[config.mk]
export PLATFORM = sky130hd
export DESIGN_NAME = drive_cyclic_command_mapper
export DESIGN_NICKNAME = d
export VERILOG_FILES = /design/src/core/drive_pkg.sv /design/src/core/freq_decoder.sv /design/src/core/drive_cyclic_command_mapper.sv
export VERILOG_INCLUDE_DIRS = /design/src /design/src/core
export SDC_FILE = /design/constraint.sdc
export NUM_CORES = 1
export LEC_CHECK = 0
export BUFFER_PORTS_ARGS = -buffer_cell sky130_fd_sc_hd__buf_2
export CAP_MARGIN = 0
export CORE_MARGIN = 2
export CORE_UTILIZATION = 48
export DETAILED_ROUTE_END_ITERATION = 7
export GPL_TIMING_DRIVEN = 1
export MAX_ROUTING_LAYER = met4
export PLACE_DENSITY = 0.87
export SYNTH_ARGS = -nofsm -noshare
export SYNTH_HDL_FRONTEND = slang
export SYNTH_SLANG_ARGS = --single-unit
[constraint.sdc]
create_clock -name i_clk_sys -period 2 [get_ports i_clk_sys]
set_input_delay 0.1 -clock i_clk_sys [delete_from_list [all_inputs] [get_ports i_clk_sys]]
set_output_delay 0.1 -clock i_clk_sys [all_outputs]
set_load 0.02 [all_outputs]
[src/core/drive_map.svh]
// Register indices, reset values and fixed codes of the cyclic command mapper.
`ifndef DRIVE_MAP_SVH
`define DRIVE_MAP_SVH

`define ADDR_CFG 4'h0
`define ADDR_ACTIVE 4'h1
`define ADDR_FREQ 4'h2
`define ADDR_STAT 4'h3

`define CFG_RST 16'h0000
`define CFG_EXT_LSB 0
`define CFG_EXT_MSB 7
`define CFG_SIGNED_BIT 8
`define CFG_SPEED_BIT 9

`define FREQ_RST 16'h0000
`define FREQ_MAX_HZ 16'hE678
`define ERR_NONE 8'h00
`define ERR_WRITE_MODE 8'h01

`define EXT_RST 8'h00
`define EXT_0 8'h00
`define EXT_1 8'h01
`define EXT_12 8'h0C
`define EXT_14 8'h0E
`define EXT_18 8'h12
`define EXT_100 8'h64
`define EXT_112 8'h70
`define EXT_114 8'h72
`define EXT_118 8'h76

`endif

[src/core/drive_pkg.sv]
// Types shared by the cyclic command mapper and its frequency decoder.
package drive_pkg;

	// First command word from the controller, bit 15 down to bit 0.
	typedef struct packed {
		logic instr_req;
		logic freq_set_nonvolatile_cmd;
		logic freq_set_ram_cmd;
		logic monitor_req;
		logic assignable_reset_function;
		logic assignable_input_2;
		logic output_stop;
		logic assignable_input_1;
		logic current_input_sel;
		logic second_function;
		logic jog_select;
		logic low_speed_select;
		logic middle_speed_select;
		logic high_speed_select;
		logic reverse_cmd;
		logic forward_cmd;
	} cmd_word1_s;

	// Second command word, bit 15 down to bit 0.
	typedef struct packed {
		logic [1:0] unused_hi;
		logic assignable_input_5;
		logic assignable_input_4;
		logic assignable_input_3;
		logic error_reset_req;
		logic [1:0] legacy_flags;
		logic [7:0] unused_lo;
	} cmd_word2_s;

	// Drive state presented to the mapper.
	typedef struct packed {
		logic forward_running;
		logic reverse_running;
		logic running;
		logic up_to_frequency;
		logic overload_warning;
		logic assignable_output_1;
		logic frequency_detection;
		logic fault_relay;
		logic assignable_output_2;
		logic digital_output_0;
		logic digital_output_1;
		logic digital_output_2;
		logic assignable_output_3;
		logic assignable_output_4;
		logic error_state;
		logic station_ready;
	} drive_state_s;

	// Commands handed to the drive functions.
	typedef struct packed {
		logic run_forward;
		logic run_reverse;
		logic high_speed_select;
		logic middle_speed_select;
		logic low_speed_select;
		logic jog_select;
		logic second_function;
		logic current_input_sel;
		logic output_stop;
		logic assignable_reset_function;
		logic [4:0] assignable_input;
	} drive_cmd_s;

	typedef enum logic [1:0] {
		FREQ_IDLE = 2'b00,
		FREQ_WRITE = 2'b01,
		FREQ_REJECT = 2'b10,
		FREQ_RANGE = 2'b11
	} freq_act_e;

endpackage

[src/core/freq_decoder.sv]
// Decodes the frequency command word as unsigned or two's complement.
`timescale 1ns/10ps
`default_nettype none
`include "drive_map.svh"
module freq_decoder import drive_pkg::*; (
	// Word and mode
	input wire logic [15:0] i_word,
	input wire logic i_signed,
	input wire logic i_speed_en,
	// Result
	output logic [15:0] o_mag,
	output logic o_neg,
	output logic o_in_range
);
	always_comb begin
		o_neg = i_signed & i_word[15];
		o_mag = o_neg ? (~i_word + 16'h0001) : i_word;
		// The 590 Hz ceiling exists only for the unsigned frequency form.
		o_in_range = i_signed | i_speed_en | (i_word <= `FREQ_MAX_HZ);
	end
endmodule
`default_nettype wire

[src/core/drive_cyclic_command_mapper.sv]
// Maps cyclic command and status words of a drive onto its functions.
//
// The placing of the registers and strobed register access are this design's own decisions.
`timescale 1ns/10ps
`default_nettype none
`include "drive_map.svh"
// Notes on behaviour
// - Selections 0,1,12,14,18 give compatible registers; 100,112,114,118 add controller function.
// - A new register-extension selection takes effect only after reset.
// - Sign selection applies only to the frequency command word.
// - Unsigned 0..59000 as 0.01 Hz; signed is two's complement.
// - With speed display, unsigned 0..65535 or signed, in speed units.
// - Signed mode: a minus sign swaps the commanded rotation direction.
// - Signed mode: nonvolatile frequency write is rejected with error code 01.
// - Signed mode: RAM and nonvolatile requests together perform the RAM write.
// - After reset the sign is positive and set frequency is zero.
// - Instruction-code frequency writes keep the stored sign.
// - Command bits 0..4: forward, reverse, high, middle, low speed.
// - Command bits 5..B: jog, second, current, input 1, stop, input 2, reset.
// - Command bits C..F: monitor, RAM set, nonvolatile set, instruction request.
// - Status bits C..F answer those four requests.
// - Status bits 0..8 show run, direction, frequency, warning, fault, outputs.
// - Status bits 9..B show digital outputs; word 2 bits 6,7 outputs 3,4.
// - Second command word bits B..D are assignable inputs 3..5.
// - Error reset request on bit A; error and ready on status bits A,B.
// - Legacy flag bits 8,9 and reserved bits are ignored.
module drive_cyclic_command_mapper import drive_pkg::*; (
	// Clock and reset
	input wire logic i_clk_sys,
	input wire logic i_nrst,
	input wire logic i_drive_reset,
	// Register port
	input wire logic [3:0] i_reg_addr,
	input wire logic [15:0] i_reg_wdata,
	input wire logic i_reg_wr,
	input wire logic i_reg_rd,
	output logic [15:0] o_reg_rdata,
	// Cyclic words from the controller
	input wire cmd_word1_s i_cmd_word1,
	input wire cmd_word2_s i_cmd_word2,
	input wire logic [15:0] i_frequency_command_word,
	// Instruction-code frequency writes
	input wire logic i_instr_freq_wr,
	input wire logic [15:0] i_instr_freq_data,
	// Drive side
	input wire drive_state_s i_drive_state,
	output drive_cmd_s o_drive_cmd,
	output logic [15:0] o_set_freq,
	output logic o_freq_is_speed,
	output logic o_nv_store,
	output logic o_error_reset,
	output logic o_plc_enable,
	// Cyclic words to the controller
	output logic [15:0] o_status_word1,
	output logic [15:0] o_status_word2
);
	logic [15:0] cfg_ff;
	logic [7:0] ext_active_ff;
	logic ext_valid_ff;
	logic plc_ff;
	logic [15:0] freq_ff;
	logic sign_neg_ff;
	logic wm_err_ff;
	logic range_err_ff;
	logic [7:0] err_code_ff;
	logic [3:0] req_prev_ff;
	logic err_req_prev_ff;
	logic ram_done_ff;
	logic nv_done_ff;
	logic instr_done_ff;
	logic nv_store_ff;
	logic err_rst_ff;
	drive_cmd_s cmd_ff;
	logic [15:0] stat1_ff;
	logic [15:0] stat2_ff;
	logic [15:0] rdata_ff;
	logic [15:0] nxt_rdata;
	logic [15:0] dec_mag;
	logic dec_neg;
	logic dec_in_range;
	logic signed_mode;
	logic speed_mode;
	logic ram_edge;
	logic nv_edge;
	logic instr_edge;
	logic err_req_edge;
	logic nv_go;
	freq_act_e freq_act;

	assign signed_mode = cfg_ff[`CFG_SIGNED_BIT];
	assign speed_mode = cfg_ff[`CFG_SPEED_BIT];

	freq_decoder u_freq_decoder (
		.i_word(i_frequency_command_word),
		.i_signed(signed_mode),
		.i_speed_en(speed_mode),
		.o_mag(dec_mag),
		.o_neg(dec_neg),
		.o_in_range(dec_in_range)
	);

	// Requests act on their rising edge; a held request does nothing more.
	assign ram_edge = i_cmd_word1.freq_set_ram_cmd & ~req_prev_ff[1];
	assign nv_edge = i_cmd_word1.freq_set_nonvolatile_cmd & ~req_prev_ff[2];
	assign instr_edge = i_cmd_word1.instr_req & ~req_prev_ff[3];
	assign err_req_edge = i_cmd_word2.error_reset_req & ~err_req_prev_ff;
	// A nonvolatile request beside a live RAM request is served as RAM only.
	assign nv_go = nv_edge & ~i_cmd_word1.freq_set_ram_cmd;

	always_comb begin
		freq_act = FREQ_IDLE;
		if (ram_edge | nv_go) begin
			if (nv_go & signed_mode) begin
				freq_act = FREQ_REJECT;
			end else if (!dec_in_range) begin
				freq_act = FREQ_RANGE;
			end else begin
				freq_act = FREQ_WRITE;
			end
		end
	end

	// Configuration register; the extension selection waits here until reset.
	always_ff @(posedge i_clk_sys) begin
		if (!i_nrst) begin
			cfg_ff <= `CFG_RST;
		end else if (i_reg_wr && i_reg_addr == `ADDR_CFG) begin
			cfg_ff <= i_reg_wdata;
		end
	end

	always_ff @(posedge i_clk_sys) begin
		if (!i_nrst) begin
			ext_active_ff <= `EXT_RST;
			ext_valid_ff <= 1'b1;
			plc_ff <= 1'b0;
		end else if (i_drive_reset) begin
			ext_active_ff <= cfg_ff[`CFG_EXT_MSB:`CFG_EXT_LSB];
			case (cfg_ff[`CFG_EXT_MSB:`CFG_EXT_LSB])
				`EXT_0, `EXT_1, `EXT_12, `EXT_14, `EXT_18: begin
					ext_valid_ff <= 1'b1;
					plc_ff <= 1'b0;
				end
				`EXT_100, `EXT_112, `EXT_114, `EXT_118: begin
					ext_valid_ff <= 1'b1;
					plc_ff <= 1'b1;
				end
				default: begin
					ext_valid_ff <= 1'b0;
					plc_ff <= 1'b0;
				end
			endcase
		end
	end

	// Frequency and sign are never restored across a reset, so the motor
	// cannot restart at a speed the controller no longer intends.
	always_ff @(posedge i_clk_sys) begin
		if (!i_nrst || i_drive_reset) begin
			freq_ff <= `FREQ_RST;
			sign_neg_ff <= 1'b0;
		end else if (freq_act == FREQ_WRITE) begin
			freq_ff <= dec_mag;
			sign_neg_ff <= dec_neg;
		end else if (i_instr_freq_wr) begin
			freq_ff <= i_instr_freq_data;
		end
	end

	// Error flags: a new error in the clearing cycle wins over the clear.
	always_ff @(posedge i_clk_sys) begin
		if (!i_nrst) begin
			wm_err_ff <= 1'b0;
			range_err_ff <= 1'b0;
			err_code_ff <= `ERR_NONE;
		end else if (freq_act == FREQ_REJECT) begin
			wm_err_ff <= 1'b1;
			err_code_ff <= `ERR_WRITE_MODE;
		end else if (freq_act == FREQ_RANGE) begin
			range_err_ff <= 1'b1;
		end else if (err_req_edge) begin
			wm_err_ff <= 1'b0;
			range_err_ff <= 1'b0;
			err_code_ff <= `ERR_NONE;
		end
	end

	// Completion flags stand until the controller drops its request.
	always_ff @(posedge i_clk_sys) begin
		if (!i_nrst) begin
			req_prev_ff <= 4'h0;
			err_req_prev_ff <= 1'b0;
			ram_done_ff <= 1'b0;
			nv_done_ff <= 1'b0;
			instr_done_ff <= 1'b0;
			nv_store_ff <= 1'b0;
			err_rst_ff <= 1'b0;
		end else begin
			req_prev_ff <= {i_cmd_word1.instr_req, i_cmd_word1.freq_set_nonvolatile_cmd,
				i_cmd_word1.freq_set_ram_cmd, i_cmd_word1.monitor_req};
			err_req_prev_ff <= i_cmd_word2.error_reset_req;
			ram_done_ff <= ram_edge | (ram_done_ff & i_cmd_word1.freq_set_ram_cmd);
			nv_done_ff <= nv_edge | (nv_done_ff & i_cmd_word1.freq_set_nonvolatile_cmd);
			instr_done_ff <= instr_edge | (instr_done_ff & i_cmd_word1.instr_req);
			nv_store_ff <= (freq_act == FREQ_WRITE) & nv_go;
			err_rst_ff <= err_req_edge;
		end
	end

	// Drive commands; the sign swaps direction only in signed mode.
	always_ff @(posedge i_clk_sys) begin
		if (!i_nrst) begin
			cmd_ff <= '0;
		end else begin
			cmd_ff.run_forward <= signed_mode && sign_neg_ff ?
				i_cmd_word1.reverse_cmd : i_cmd_word1.forward_cmd;
			cmd_ff.run_reverse <= signed_mode && sign_neg_ff ?
				i_cmd_word1.forward_cmd : i_cmd_word1.reverse_cmd;
			cmd_ff.high_speed_select <= i_cmd_word1.high_speed_select;
			cmd_ff.middle_speed_select <= i_cmd_word1.middle_speed_select;
			cmd_ff.low_speed_select <= i_cmd_word1.low_speed_select;
			cmd_ff.jog_select <= i_cmd_word1.jog_select;
			cmd_ff.second_function <= i_cmd_word1.second_function;
			cmd_ff.current_input_sel <= i_cmd_word1.current_input_sel;
			cmd_ff.output_stop <= i_cmd_word1.output_stop;
			cmd_ff.assignable_reset_function <= i_cmd_word1.assignable_reset_function;
			// Legacy flags and reserved bits of word 2 are never read here.
			cmd_ff.assignable_input <= {i_cmd_word2.assignable_input_5,
				i_cmd_word2.assignable_input_4, i_cmd_word2.assignable_input_3,
				i_cmd_word1.assignable_input_2, i_cmd_word1.assignable_input_1};
		end
	end

	// Status words; unlisted positions are built as zero.
	always_ff @(posedge i_clk_sys) begin
		if (!i_nrst) begin
			stat1_ff <= 16'h0000;
			stat2_ff <= 16'h0000;
		end else begin
			stat1_ff <= {instr_done_ff, nv_done_ff, ram_done_ff,
				i_cmd_word1.monitor_req & req_prev_ff[0],
				i_drive_state.digital_output_2, i_drive_state.digital_output_1,
				i_drive_state.digital_output_0, i_drive_state.assignable_output_2,
				i_drive_state.fault_relay, i_drive_state.frequency_detection,
				i_drive_state.assignable_output_1, i_drive_state.overload_warning,
				i_drive_state.up_to_frequency, i_drive_state.running,
				i_drive_state.reverse_running, i_drive_state.forward_running};
			stat2_ff <= {4'h0, i_drive_state.station_ready,
				i_drive_state.error_state | wm_err_ff | range_err_ff, 2'b00,
				i_drive_state.assignable_output_4, i_drive_state.assignable_output_3,
				6'h00};
		end
	end

	always_comb begin
		nxt_rdata = 16'h0000;
		if (i_reg_rd) begin
			case (i_reg_addr)
				`ADDR_CFG: nxt_rdata = cfg_ff;
				`ADDR_ACTIVE: nxt_rdata = {6'h00, plc_ff, ext_valid_ff, ext_active_ff};
				`ADDR_FREQ: nxt_rdata = freq_ff;
				`ADDR_STAT: nxt_rdata = {err_code_ff, 4'h0, speed_mode, range_err_ff,
					wm_err_ff, sign_neg_ff};
				default: nxt_rdata = 16'h0000;
			endcase
		end
	end

	always_ff @(posedge i_clk_sys) begin
		if (!i_nrst) begin
			rdata_ff <= 16'h0000;
		end else begin
			rdata_ff <= nxt_rdata;
		end
	end

	assign o_reg_rdata = rdata_ff;
	assign o_drive_cmd = cmd_ff;
	assign o_set_freq = freq_ff;
	assign o_freq_is_speed = cfg_ff[`CFG_SPEED_BIT];
	assign o_nv_store = nv_store_ff;
	assign o_error_reset = err_rst_ff;
	assign o_plc_enable = plc_ff;
	assign o_status_word1 = stat1_ff;
	assign o_status_word2 = stat2_ff;
endmodule
`default_nettype wire

==> impl_results.md, run 1 <==
* Area Growth Syn to Fin at 35.0%
* Fmax at 554 MHz
* Crit. End Element: flop
* CP startpoint: cfg_ff[8]
* Area post-placement at 5500 um2
* # setup viols final at 0
* Number of CTS-inserted buffers at 9
* Post CTS Setup Buffer Count at 0
* Multi-input gate area at 2260 um2
* Slew margin rel. at 52.9%
* Most common cell after layout, fill and taps aside: buf_2
* Via-per-instance ratio at 5.26
* #FFs+latches synth at 106
* Antenna Violating Nets Remaining at 0
* Hold_buf cts at 50
* Crit-path cells: or4b_1 > nand2_1 > o21a_1 > buf_12 > mux2i_1
* Unrepaired setup endpoints after global routing: no
* I/O pin total at 189
* Core area at 9280 um2
* GRT Overall Usage at 26.2%
* Post-synth ARST share at 0%
* Root buf cell: clkbuf_8
* Worst slew pin tran at 0.704 ns
* # DRC at 0
* Worst hold path class: in2reg
* RePlAce Congestion at 0.906
* Design area at 6220 um2
* Clock tree buffer depth at 2
* N_diodes at 0
* Fillers at 712
* Die Y at 102 um
* First-pass GRT wire length at 20,600 um
* Clk sink count at 106
* Warnings, synthesis at 0
* Initial DRC count at 212
* Capture point of the worst reg-to-reg path: o_set_freq[15]
* Commonest non-fill, non-tap cells in the layout: 164 x buf_2, 106 x dfxtp_1, 51 x nand2_1
* Sequential fraction of the synthesis area at 46.1%
* WL final at 13,300 um
* Critical setup path kind: reg2reg
* CTS resizes at 0
* # port buffers at 164
* Critical-path top delay cell: or4b_1
* Worst reg2reg path depth at 5
* Clk_lat worst skew at 0.38 ns
* Setup TNS at 0 ns
* Pin count of the biggest net entering global routing at 31
* Rows at 35
* Worst vdd ir at 0.354 mV
* FF/Latch Area at 2120 um2
* Status: finished, final reports clean
* H-tree depth at 3
* Power Density at 690 nW/um2
* Family with the most delay on the worst path: simple AND/OR/NAND/NOR gates
* Final Max Tran Viols at 0
* Worst Path Required at 2.29 ns
* R2R Setup Slk at 0.20 ns
* Layout Skew at 0.0183 ns
* Number of global-route vias before repair at 4,154
* CP endpoint: o_set_freq[15]
* Crit path buf inv count at 1
* Mapped Cells at 480
* Post-DP HPWL at 9040 um
* Final hold vios at 0
* Syn_area_per_cell at 9.60 um2
* TritonRoute pass-1 iters at 5
* Initial Util at 49.6%
* Total grt overflow at 0
* DR vias at 4,314
* Netlist cell types at 60
* Post-synth EDFFs at 0
* Total die area at 10,400 um2
* Power, Total at 4.29 mW
* Max stage delay on crit path at 0.58 ns
* CP Max Fanout at 17
* Initial antenna violation count at 0
* Clk slew on worst S/H paths at 0.10 ns
* Worst R2R Start: cfg_ff[8]
* Fin crit period at 1.80 ns
* Setup crit start kind: flop
* Final #Nets at 793
* Max-cap violations at 0
* Mapped Area at 4610 um2
* Avg WL per Cell at 16.2 um
* Instance count on the critical path at 5
* Die Width at 102 um
* Final period util at 90.2%
* Synth Flop Type: dfxtp_1
* CTS tree: built
* Share of cells above drive strength 1 at 31.5%
* Critical path arrival at 2.09 ns
* Leakage Power at 2.78 nW
## synth_stat cells (2+ instances only)
cell | instances | area (um2)
a211o_1 | 4 | 35.0
a211oi_1 | 2 | 15.0
a21boi_0 | 19 | 143
a21boi_1 | 2 | 15.0
a21oi_1 | 14 | 70.1
a31o_2 | 2 | 17.5
a31oi_1 | 5 | 31.3
a41oi_1 | 2 | 17.5
and2_1 | 35 | 219
and3_1 | 5 | 31.3
buf_1 | 3 | 11.3
buf_2 | 5 | 25.0
buf_4 | 12 | 90.1
buf_6 | 3 | 33.8
clkbuf_1 | 18 | 67.6
dfxtp_1 | 106 | 2120
inv_1 | 10 | 37.5
mux2_2 | 14 | 158
mux2i_1 | 29 | 290
mux4_2 | 5 | 113
nand2_1 | 51 | 191
nand2b_1 | 3 | 18.8
nand3_1 | 7 | 35.0
nand4_1 | 2 | 12.5
nand4b_1 | 3 | 26.3
nor2_1 | 27 | 101
nor2b_1 | 20 | 125
nor3_1 | 3 | 15.0
nor4_1 | 3 | 18.8
nor4b_1 | 3 | 26.3
o2111ai_1 | 3 | 26.3
o21a_1 | 2 | 15.0
o21ai_0 | 6 | 30.0
o311ai_0 | 7 | 61.3
o31a_1 | 2 | 17.5
o31ai_1 | 3 | 22.5
or3_1 | 7 | 43.8
or4_1 | 4 | 30.0
xnor2_1 | 8 | 70.1
## per-layer routing
metal	routed length [um]	part of all wire, %	track usage [%]
met5	0	0	-
met4	375	2.8	11.3
met3	726	5.5	2.74
met2	6640	50	43.7
met1	5550	42	32.3
## state kept, by name (all words and copies together), names as in the netlist
name / flops
req_prev_ff: 4
o_reg_rdata: 16
o_plc_enable: 1
o_status_word1: 16
ext_active_ff: 8
instr_done_ff: 1
ram_done_ff: 1
o_set_freq: 16
nv_done_ff: 1
range_err_ff: 1
err_code_ff: 1
o_status_word2: 4
cfg_ff: 16
err_req_prev_ff: 1
sign_neg_ff: 1
o_error_reset: 1
ext_valid_ff: 1
o_nv_store: 1
o_drive_cmd: 15
## worst min-delay path by stage
stage	from	endpoint	slack (ns)	cells past startpoint
2_1_floorplan	i_drive_state[1]	o_status_word2[10]	0.22	1
3_3_place_gp	i_cmd_word2[11]	o_drive_cmd[2]	0.31	2
3_5_place_dp	i_cmd_word2[12]	o_drive_cmd[3]	0.31	2
4_1_cts	i_cmd_word1[1]	o_drive_cmd[13]	0.01	3
5_1_grt	i_cmd_word1[13]	req_prev_ff[1]	0.02	2
6_report	i_cmd_word1[13]	req_prev_ff[1]	0.02	2
## area by class of cell
class / instances / area share, %
clock buffer: 9 / 1.99
clock inverter: 7 / 1.51
inverter: 10 / 0.604
multi-input combinational: 333 / 36.3
sequential: 106 / 34.1
tap: 129 / 2.60
timing repair buffer: 226 / 22.9
## through the flow
| step | instances | utilization, % | hold WS, ns | worst slack, ns |
|---|---|---|---|---|
| final | 820 | 67.0 | 0.0246 | 0.195 |
| after global routing | 820 | 67.0 | 0.0240 | 0.111 |
| after CTS | 820 | 67.0 | 0.0124 | 0.176 |
| after detailed placement | 754 | 59.2 | 0.310 | 0.212 |
| after global placement | 754 | 59.2 | 0.306 | 0.286 |
| after floorplan | 491 | - | 0.218 | 0.362 |
## cells by family after synthesis
family / synth area share [%]
multiplexers: 12.2
flip-flops: 46.1
adder cells (fa/ha/maj): 0.272
buffers and inverters: 5.87
other: 0.0814
AND/OR/NAND/NOR: 21.4
XOR/XNOR: 1.71
AO/OA/AOI/OAI: 12.4
## power breakdown
part	leakage [nW]	internal, mW	switching (mW)	total, mW
sequential	0.868	2.18	0.0411	2.22
clock	0.107	0.613	0.794	1.41
combinational	1.81	0.309	0.351	0.660
Note: power is estimated with default switching activity, not from simulation.
==> run 2: changes to the inputs <==
--- a/config.mk
+++ b/config.mk
@@ -8,12 +8,14 @@
 export LEC_CHECK = 0
 export BUFFER_PORTS_ARGS = -buffer_cell sky130_fd_sc_hd__buf_2
 export CAP_MARGIN = 0
+export CELL_PAD_IN_SITES_DETAIL_PLACEMENT = 1
+export CELL_PAD_IN_SITES_GLOBAL_PLACEMENT = 1
 export CORE_MARGIN = 2
-export CORE_UTILIZATION = 48
+export CORE_UTILIZATION = 35
 export DETAILED_ROUTE_END_ITERATION = 7
 export GPL_TIMING_DRIVEN = 1
 export MAX_ROUTING_LAYER = met4
-export PLACE_DENSITY = 0.87
+export PLACE_DENSITY = 0.86
 export SYNTH_ARGS = -nofsm -noshare
 export SYNTH_HDL_FRONTEND = slang
 export SYNTH_SLANG_ARGS = --single-unit
==> run 2 against run 1 <==
Effect of this change:
- cell count is 3.9% higher
- global-route usage is 2.5 points lower
- highest routed layer unchanged
- via count is 0.42% lower
- die area is 36% higher
- critical path type unchanged
- first-iteration DRC count is 24% lower
- non-clock buffer count is 12 lower
- combinational power is 1% lower
- flip-flop and latch count stayed put
- design area is 0.26% higher
- hold slack worse by 0.018 ns
- total power is 9.1% higher
==> impl_results.md, run 2 (synthesis gave the netlist of run 1 again) <==
* Fin crit period at 1.78 ns (-0.0257 ns)
* Worst Path Required at 2.28 ns (about the same)
* Power Density at 751 nW/um2 (+8.8%)
* Status: finished, final reports clean
* Worst R2R Start: cfg_ff[8]
* Root buf cell: clkbuf_16
* TritonRoute pass-1 iters at 4 (-1)
* Initial Util at 36.2% (-13 points)
* Worst slew pin tran at 0.715 ns (+0.0103 ns)
* R2R Setup Slk at 0.22 ns (+0.03 ns)
* Critical path arrival at 2.05 ns (-0.04 ns)
* Clk_lat worst skew at 0.36 ns (-0.02 ns)
* Initial DRC count at 161 (-24%)
* CP endpoint: o_set_freq[5]
* Number of global-route vias before repair at 4,703 (+13%)
* Initial antenna violation count at 1 (+1)
* CP Max Fanout at 17 (unchanged)
* Slew margin rel. at 52.2% (-0.69 points)
* Setup crit start kind: flop
* Via-per-instance ratio at 5.04 (-4.2%)
* Most common cell after layout, fill and taps aside: buf_2
* P_int at 3.37 mW (+8.5%)
* Unrepaired setup endpoints after global routing: no
* # setup viols final at 0 (unchanged)
* Avg WL per Cell at 18.8 um (+16%)
* Final hold vios at 0 (unchanged)
* Die Y at 119 um (+16%)
* WL final at 16,000 um (+20%)
* Antenna Violating Nets Remaining at 0 (unchanged)
* GRT Overall Usage at 23.7% (-2.5 points)
* Crit. End Element: flop
* Commonest non-fill, non-tap cells in the layout: 164 x buf_2, 105 x dfxtp_1, 51 x nand2_1
* Design area at 6230 um2 (+0.26%)
* GR Util met2 at 42.1% (-1.6 points)
* Met1 Usage GRT at 26.4% (-5.9 points)
* Critical setup path kind: reg2reg
* CP startpoint: cfg_ff[8]
* Final Max Tran Viols at 0 (unchanged)
* I/O pin total at 189 (unchanged)
* Final #Nets at 781 (-1.5%)
* Post CTS Setup Buffer Count at 0 (unchanged)
* Worst reg2reg path depth at 5 (unchanged)
* Logic pwr share at 13.9% (-1.5 points)
* Fmax at 562 MHz (+1.4%)
* H-tree depth at 3 (unchanged)
* Area Growth Syn to Fin at 35.3%
* DR vias at 4,296 (-0.42%)
* Area post-placement at 5570 um2 (+1.3%)
* Share of cells above drive strength 1 at 32.5% (+1.0 points)
* Clk slew on worst S/H paths at 0.08 ns (-0.02 ns)
* Die Width at 119 um (+16%)
* Setup TNS at 0 ns (unchanged)
* Final Util at 49.0% (-18 points)
* Clock tree buffer depth at 2 (unchanged)
* Met3 Track Usage GR at 5.16% (+2.4 points)
* Clk sink count at 106 (unchanged)
* Worst hold path class: in2reg
* Pin count of the biggest net entering global routing at 33 (+6.5%)
* Busiest grt layer: met2
* Worst vdd ir at 0.408 mV (+15%)
* # port buffers at 164 (unchanged)
* Total grt overflow at 0 (unchanged)
* Capture point of the worst reg-to-reg path: o_set_freq[5]
* RePlAce Congestion at 0.850 (-6.1%)
* Core area at 12,700 um2 (+37%)
* # DRC at 0 (unchanged)
* Switching portion of total power at 28.0% (+0.38 points)
* Rows at 41 (+17%)
* Leakage Power at 2.78 nW (-0.24%)
* Clock group share of total power at 38.5% (+5.7 points)
* P_sw at 1.31 mW (+11%)
* CTS tree: built
* Final period util at 88.9% (-1.3 points)
* First-pass GRT wire length at 25,600 um (+25%)
* Layout Skew at 0.0122 ns (-0.00612 ns)
* Max-cap violations at 0 (unchanged)
* Number of CTS-inserted buffers at 9 (unchanged)
* Share of power burned in registers at 47.6% (-4.2 points)
* Total die area at 14,100 um2 (+36%)
* Post-DP HPWL at 11,000 um (+22%)
==> run 2: changes by cell type in the layout (fill, tap and decap cells not counted), sizes merged <==
cell         previous run  this run
bufinv                  1         0
clkinvlp                1         0
inv                    13        15
buf                   176       178
diode                   0         1
dlygate4sd3            50        36
==> run 2: worst min-delay path by stage <==
stage                      start            endpoint  slack, ns  cells past startpoint
4_1_cts           i_reg_wdata[4]           cfg_ff[4]      0.003                      3
3_3_place_gp   i_drive_state[14]   o_status_word1[1]       0.31                      2
6_report          i_reg_wdata[0]           cfg_ff[0]      0.007                      3
5_1_grt           i_reg_wdata[1]           cfg_ff[1]      0.007                      3
3_5_place_dp   i_drive_state[10]   o_status_word1[5]       0.31                      2
2_1_floorplan   i_drive_state[1]  o_status_word2[10]       0.22                      1
==> run 2: what timing repair did <==
action	4_1_cts	5_1_grt
hold buffers	36	0
resized for setup	0	1
endpoints found under the hold margin	37	0
endpoints found under the setup margin	0	1
==> run 2: per-layer routing <==
metal / share of wire [%] / vias up
li1: - / 2042
met1: 40 / 2084
met2: 52 / 148
met3: 5.4 / 22
met4: 2.4 / 0
met5: 0 / -
==> run 2: per-stage QoR <==
stage               hold slack [ns]  worst slack [ns]  cells  total power, mW
floorplan                     0.218             0.362    491             2.62
global placement              0.305             0.214    799             2.83
detailed placement            0.311             0.153    799             2.86
CTS                         0.00289             0.147    851             4.68
global route                0.00717            0.0928    852             4.86
finish                      0.00701             0.221    852             4.68
==> run 2: power groups by stage <==
stage,clock network (mW),logic (mW),registers (mW)
finish,1.80,0.651,2.23
CTS,1.82,0.643,2.23
global placement,0,0.565,2.27
floorplan,0,0.290,2.33
detailed placement,0,0.583,2.27
global route,1.92,0.703,2.24
==> run 2: worst max-delay path, cell delays in order, from the launching register on <==
cell,delay (ns)
dfxtp_2,0.39
or4b_1,0.58
nand2_1,0.17
o21a_1,0.20
buf_12,0.17
mux2i_1,0.19
==> run 2: area by class of cell <==
cell class              instances  area [um2]
repair buffers                214        1300
flip-flops and latches        106        2120
clock buffers                   9         225
multi-input cells             333        2260
well taps                     172         215
diodes                          1        2.50
inverters                      10        37.5
fillers                      1488        6490
clock inverters                 7        76.3
==> run 3: changes to the inputs <==
--- a/config.mk
+++ b/config.mk
@@ -15,7 +15,7 @@
 export DETAILED_ROUTE_END_ITERATION = 7
 export GPL_TIMING_DRIVEN = 1
 export MAX_ROUTING_LAYER = met4
-export PLACE_DENSITY = 0.86
+export PLACE_DENSITY = 0.88
 export SYNTH_ARGS = -nofsm -noshare
 export SYNTH_HDL_FRONTEND = slang
 export SYNTH_SLANG_ARGS = --single-unit
==> run 3 against run 2 <==
Effect of this change:
- first-iteration DRC count up 40%
- largest power group unchanged
- non-clock buffer count down 5
- largest cell class unchanged
- worst setup slack worse by 0.023 ns
- die area unchanged
- fmax down 1.3%
==> impl_results.md, run 3 (synthesis gave the netlist of run 1 again) <==
* Critical path arrival at 2.08 ns (+0.03 ns)
* Initial DRC count at 225 (+40%)
* Avg WL per Cell at 19.3 um (+2.6%)
* Status: finished, final reports clean
* Root buf cell: clkbuf_16
* Die Y at 119 um (unchanged)
* Total grt overflow at 0 (unchanged)
* Worst reg2reg path depth at 5 (unchanged)
* CTS tree: built
* Number of CTS-inserted buffers at 9 (unchanged)
* Worst R2R Start: cfg_ff[8]
* Fillers at 1,515 (+1.8%)
* Critical setup path kind: reg2reg
* Antenna Violating Nets Remaining at 0 (unchanged)
* Hold_buf cts at 33 (-8.3%)
* Final #Nets at 776 (-0.64%)
* # port buffers at 164 (unchanged)
* Pin count of the biggest net entering global routing at 36 (+9.1%)
* Max stage delay on crit path at 0.59 ns (about the same)
* GRT Overall Usage at 24.0% (+0.30 points)
* Area Growth Syn to Fin at 34.4%
* Max-cap violations at 0 (unchanged)
* Post CTS Setup Buffer Count at 0 (unchanged)
* TritonRoute pass-1 iters at 4 (unchanged)
* Clk slew on worst S/H paths at 0.08 ns (about the same)
* Crit. End Element: flop
* Area post-placement at 5550 um2 (-0.27%)
* Most common cell after layout, fill and taps aside: buf_2
* First-pass GRT wire length at 25,700 um (+0.27%)
* Final period util at 90.1% (+1.1 points)
* Leakage Power at 2.75 nW (-0.94%)
* Die Width at 119 um (unchanged)
* CTS resizes at 0 (unchanged)
* Worst vdd ir at 0.494 mV (+21%)
* Number of global-route vias before repair at 4,665 (-0.81%)
* Unrepaired setup endpoints after global routing: no
* Worst Path Required at 2.28 ns (about the same)
* WL final at 16,300 um (+2.0%)
* DR vias at 4,316 (+0.47%)
* Crit-path cells: or4b_1 > nand2_1 > o21a_1 > buf_12 > mux2i_1
* Via-per-instance ratio at 5.10 (+1.1%)
* R2R Setup Slk at 0.20 ns (-0.02 ns)
* Final hold vios at 0 (unchanged)
* Hold Slack at 0.000833 ns (-0.00618 ns)
* Multi-input gate area at 2260 um2 (unchanged)
* Commonest non-fill, non-tap cells in the layout: 164 x buf_2, 106 x dfxtp_1, 51 x nand2_1
* Rows at 41 (unchanged)
* Critical-path top delay cell: or4b_1
* H-tree depth at 3 (unchanged)
* Post-placement cell count at 797 (-0.25%)
* Design area at 6190 um2 (-0.72%)
* Clock tree buffer depth at 2 (unchanged)
* Capture point of the worst reg-to-reg path: o_set_freq[0]
* Power Density at 763 nW/um2 (+1.6%)
* CP endpoint: o_set_freq[0]
* Worst hold path class: in2reg
* Initial Util at 36.2% (unchanged)
* Clk sink count at 106 (unchanged)
* Slew margin rel. at 52.1% (-0.13 points)
* Fmax at 555 MHz (-1.3%)
* Clk_lat worst skew at 0.35 ns (about the same)
* Final Max Tran Viols at 0 (unchanged)
* CP startpoint: cfg_ff[8]
* Setup crit start kind: flop
* Fin crit period at 1.80 ns (+0.0228 ns)
* Initial antenna violation count at 1 (unchanged)
* Total die area at 14,100 um2 (unchanged)
* Core area at 12,700 um2 (unchanged)
* Share of cells above drive strength 1 at 32.2% (-0.35 points)
* FF/Latch Area at 2120 um2 (about the same)
* Non-Filler Instances at 847 (-0.59%)
* I/O pin total at 189 (unchanged)
* Worst slew pin tran at 0.718 ns (+0.00393 ns)
* CP Max Fanout at 17 (unchanged)
* Post-DP HPWL at 11,000 um (-0.24%)
* # DRC at 0 (unchanged)
* RePlAce Congestion at 0.813 (-4.4%)
* # setup viols final at 0 (unchanged)
* Layout Skew at 0.00961 ns (-0.00258 ns)
* Setup TNS at 0 ns (unchanged)
==> run 3: per-stage QoR <==
step	power [mW]	setup slack, ns	util, %
after floorplan	2.62	0.362	-
after global placement	2.83	0.277	43.7
after detailed placement	2.86	0.188	43.7
after CTS	4.71	0.187	48.6
after global routing	4.89	0.0811	48.7
final	4.72	0.198	48.7
==> run 3: how the worst min path moves through the flow <==
stage | from | to | slack (ns) | cells past startpoint
after floorplan | i_drive_state[1] | o_status_word2[10] | 0.22 | 1
after global placement | i_cmd_word1[8] | o_drive_cmd[0] | 0.31 | 2
after detailed placement | i_drive_state[1] | o_status_word2[10] | 0.31 | 2
after CTS | i_reg_wdata[4] | cfg_ff[4] | 0.002 | 3
after global routing | i_cmd_word1[5] | o_drive_cmd[9] | 0.002 | 2
final | i_cmd_word1[5] | o_drive_cmd[9] | 0.0008 | 2
==> run 3: where the power goes <==
part,internal [mW],switching (mW),total (mW),leakage (nW)
Sequential,2.18,0.0460,2.23,0.868
Clock,0.993,0.847,1.84,0.147
Combinational,0.287,0.364,0.651,1.74
Total,3.46,1.26,4.72,2.75
==> run 3: metal layers <==
metal	global-route usage [%]	share of wire (%)	wire [um]
met1	26.8	40	6560
met2	43.7	53	8700
met3	4.30	4.7	764
met4	6.62	1.8	296
met5	-	0	0
==> run 3: area by class of cell <==
cell class / count / share of cell area (%)
Multi-Input combinational cell: 333 / 36.4
Sequential cell: 106 / 34.3
Timing Repair Buffer: 209 / 20.3
Clock buffer: 10 / 3.70
Tap cell: 172 / 3.48
Clock inverter: 6 / 1.19
Inverter: 10 / 0.606
Antenna cell: 1 / 0.0404
==> run 3: critical path, delay by kind of cell, from the launching register on <==
kind	cells	cell delay, ns
DFF	1	0.40
and+or+nand+nor	2	0.76
AOI/OAI and AO/OA	1	0.19
buffers and inverters	1	0.17
muxes	1	0.20
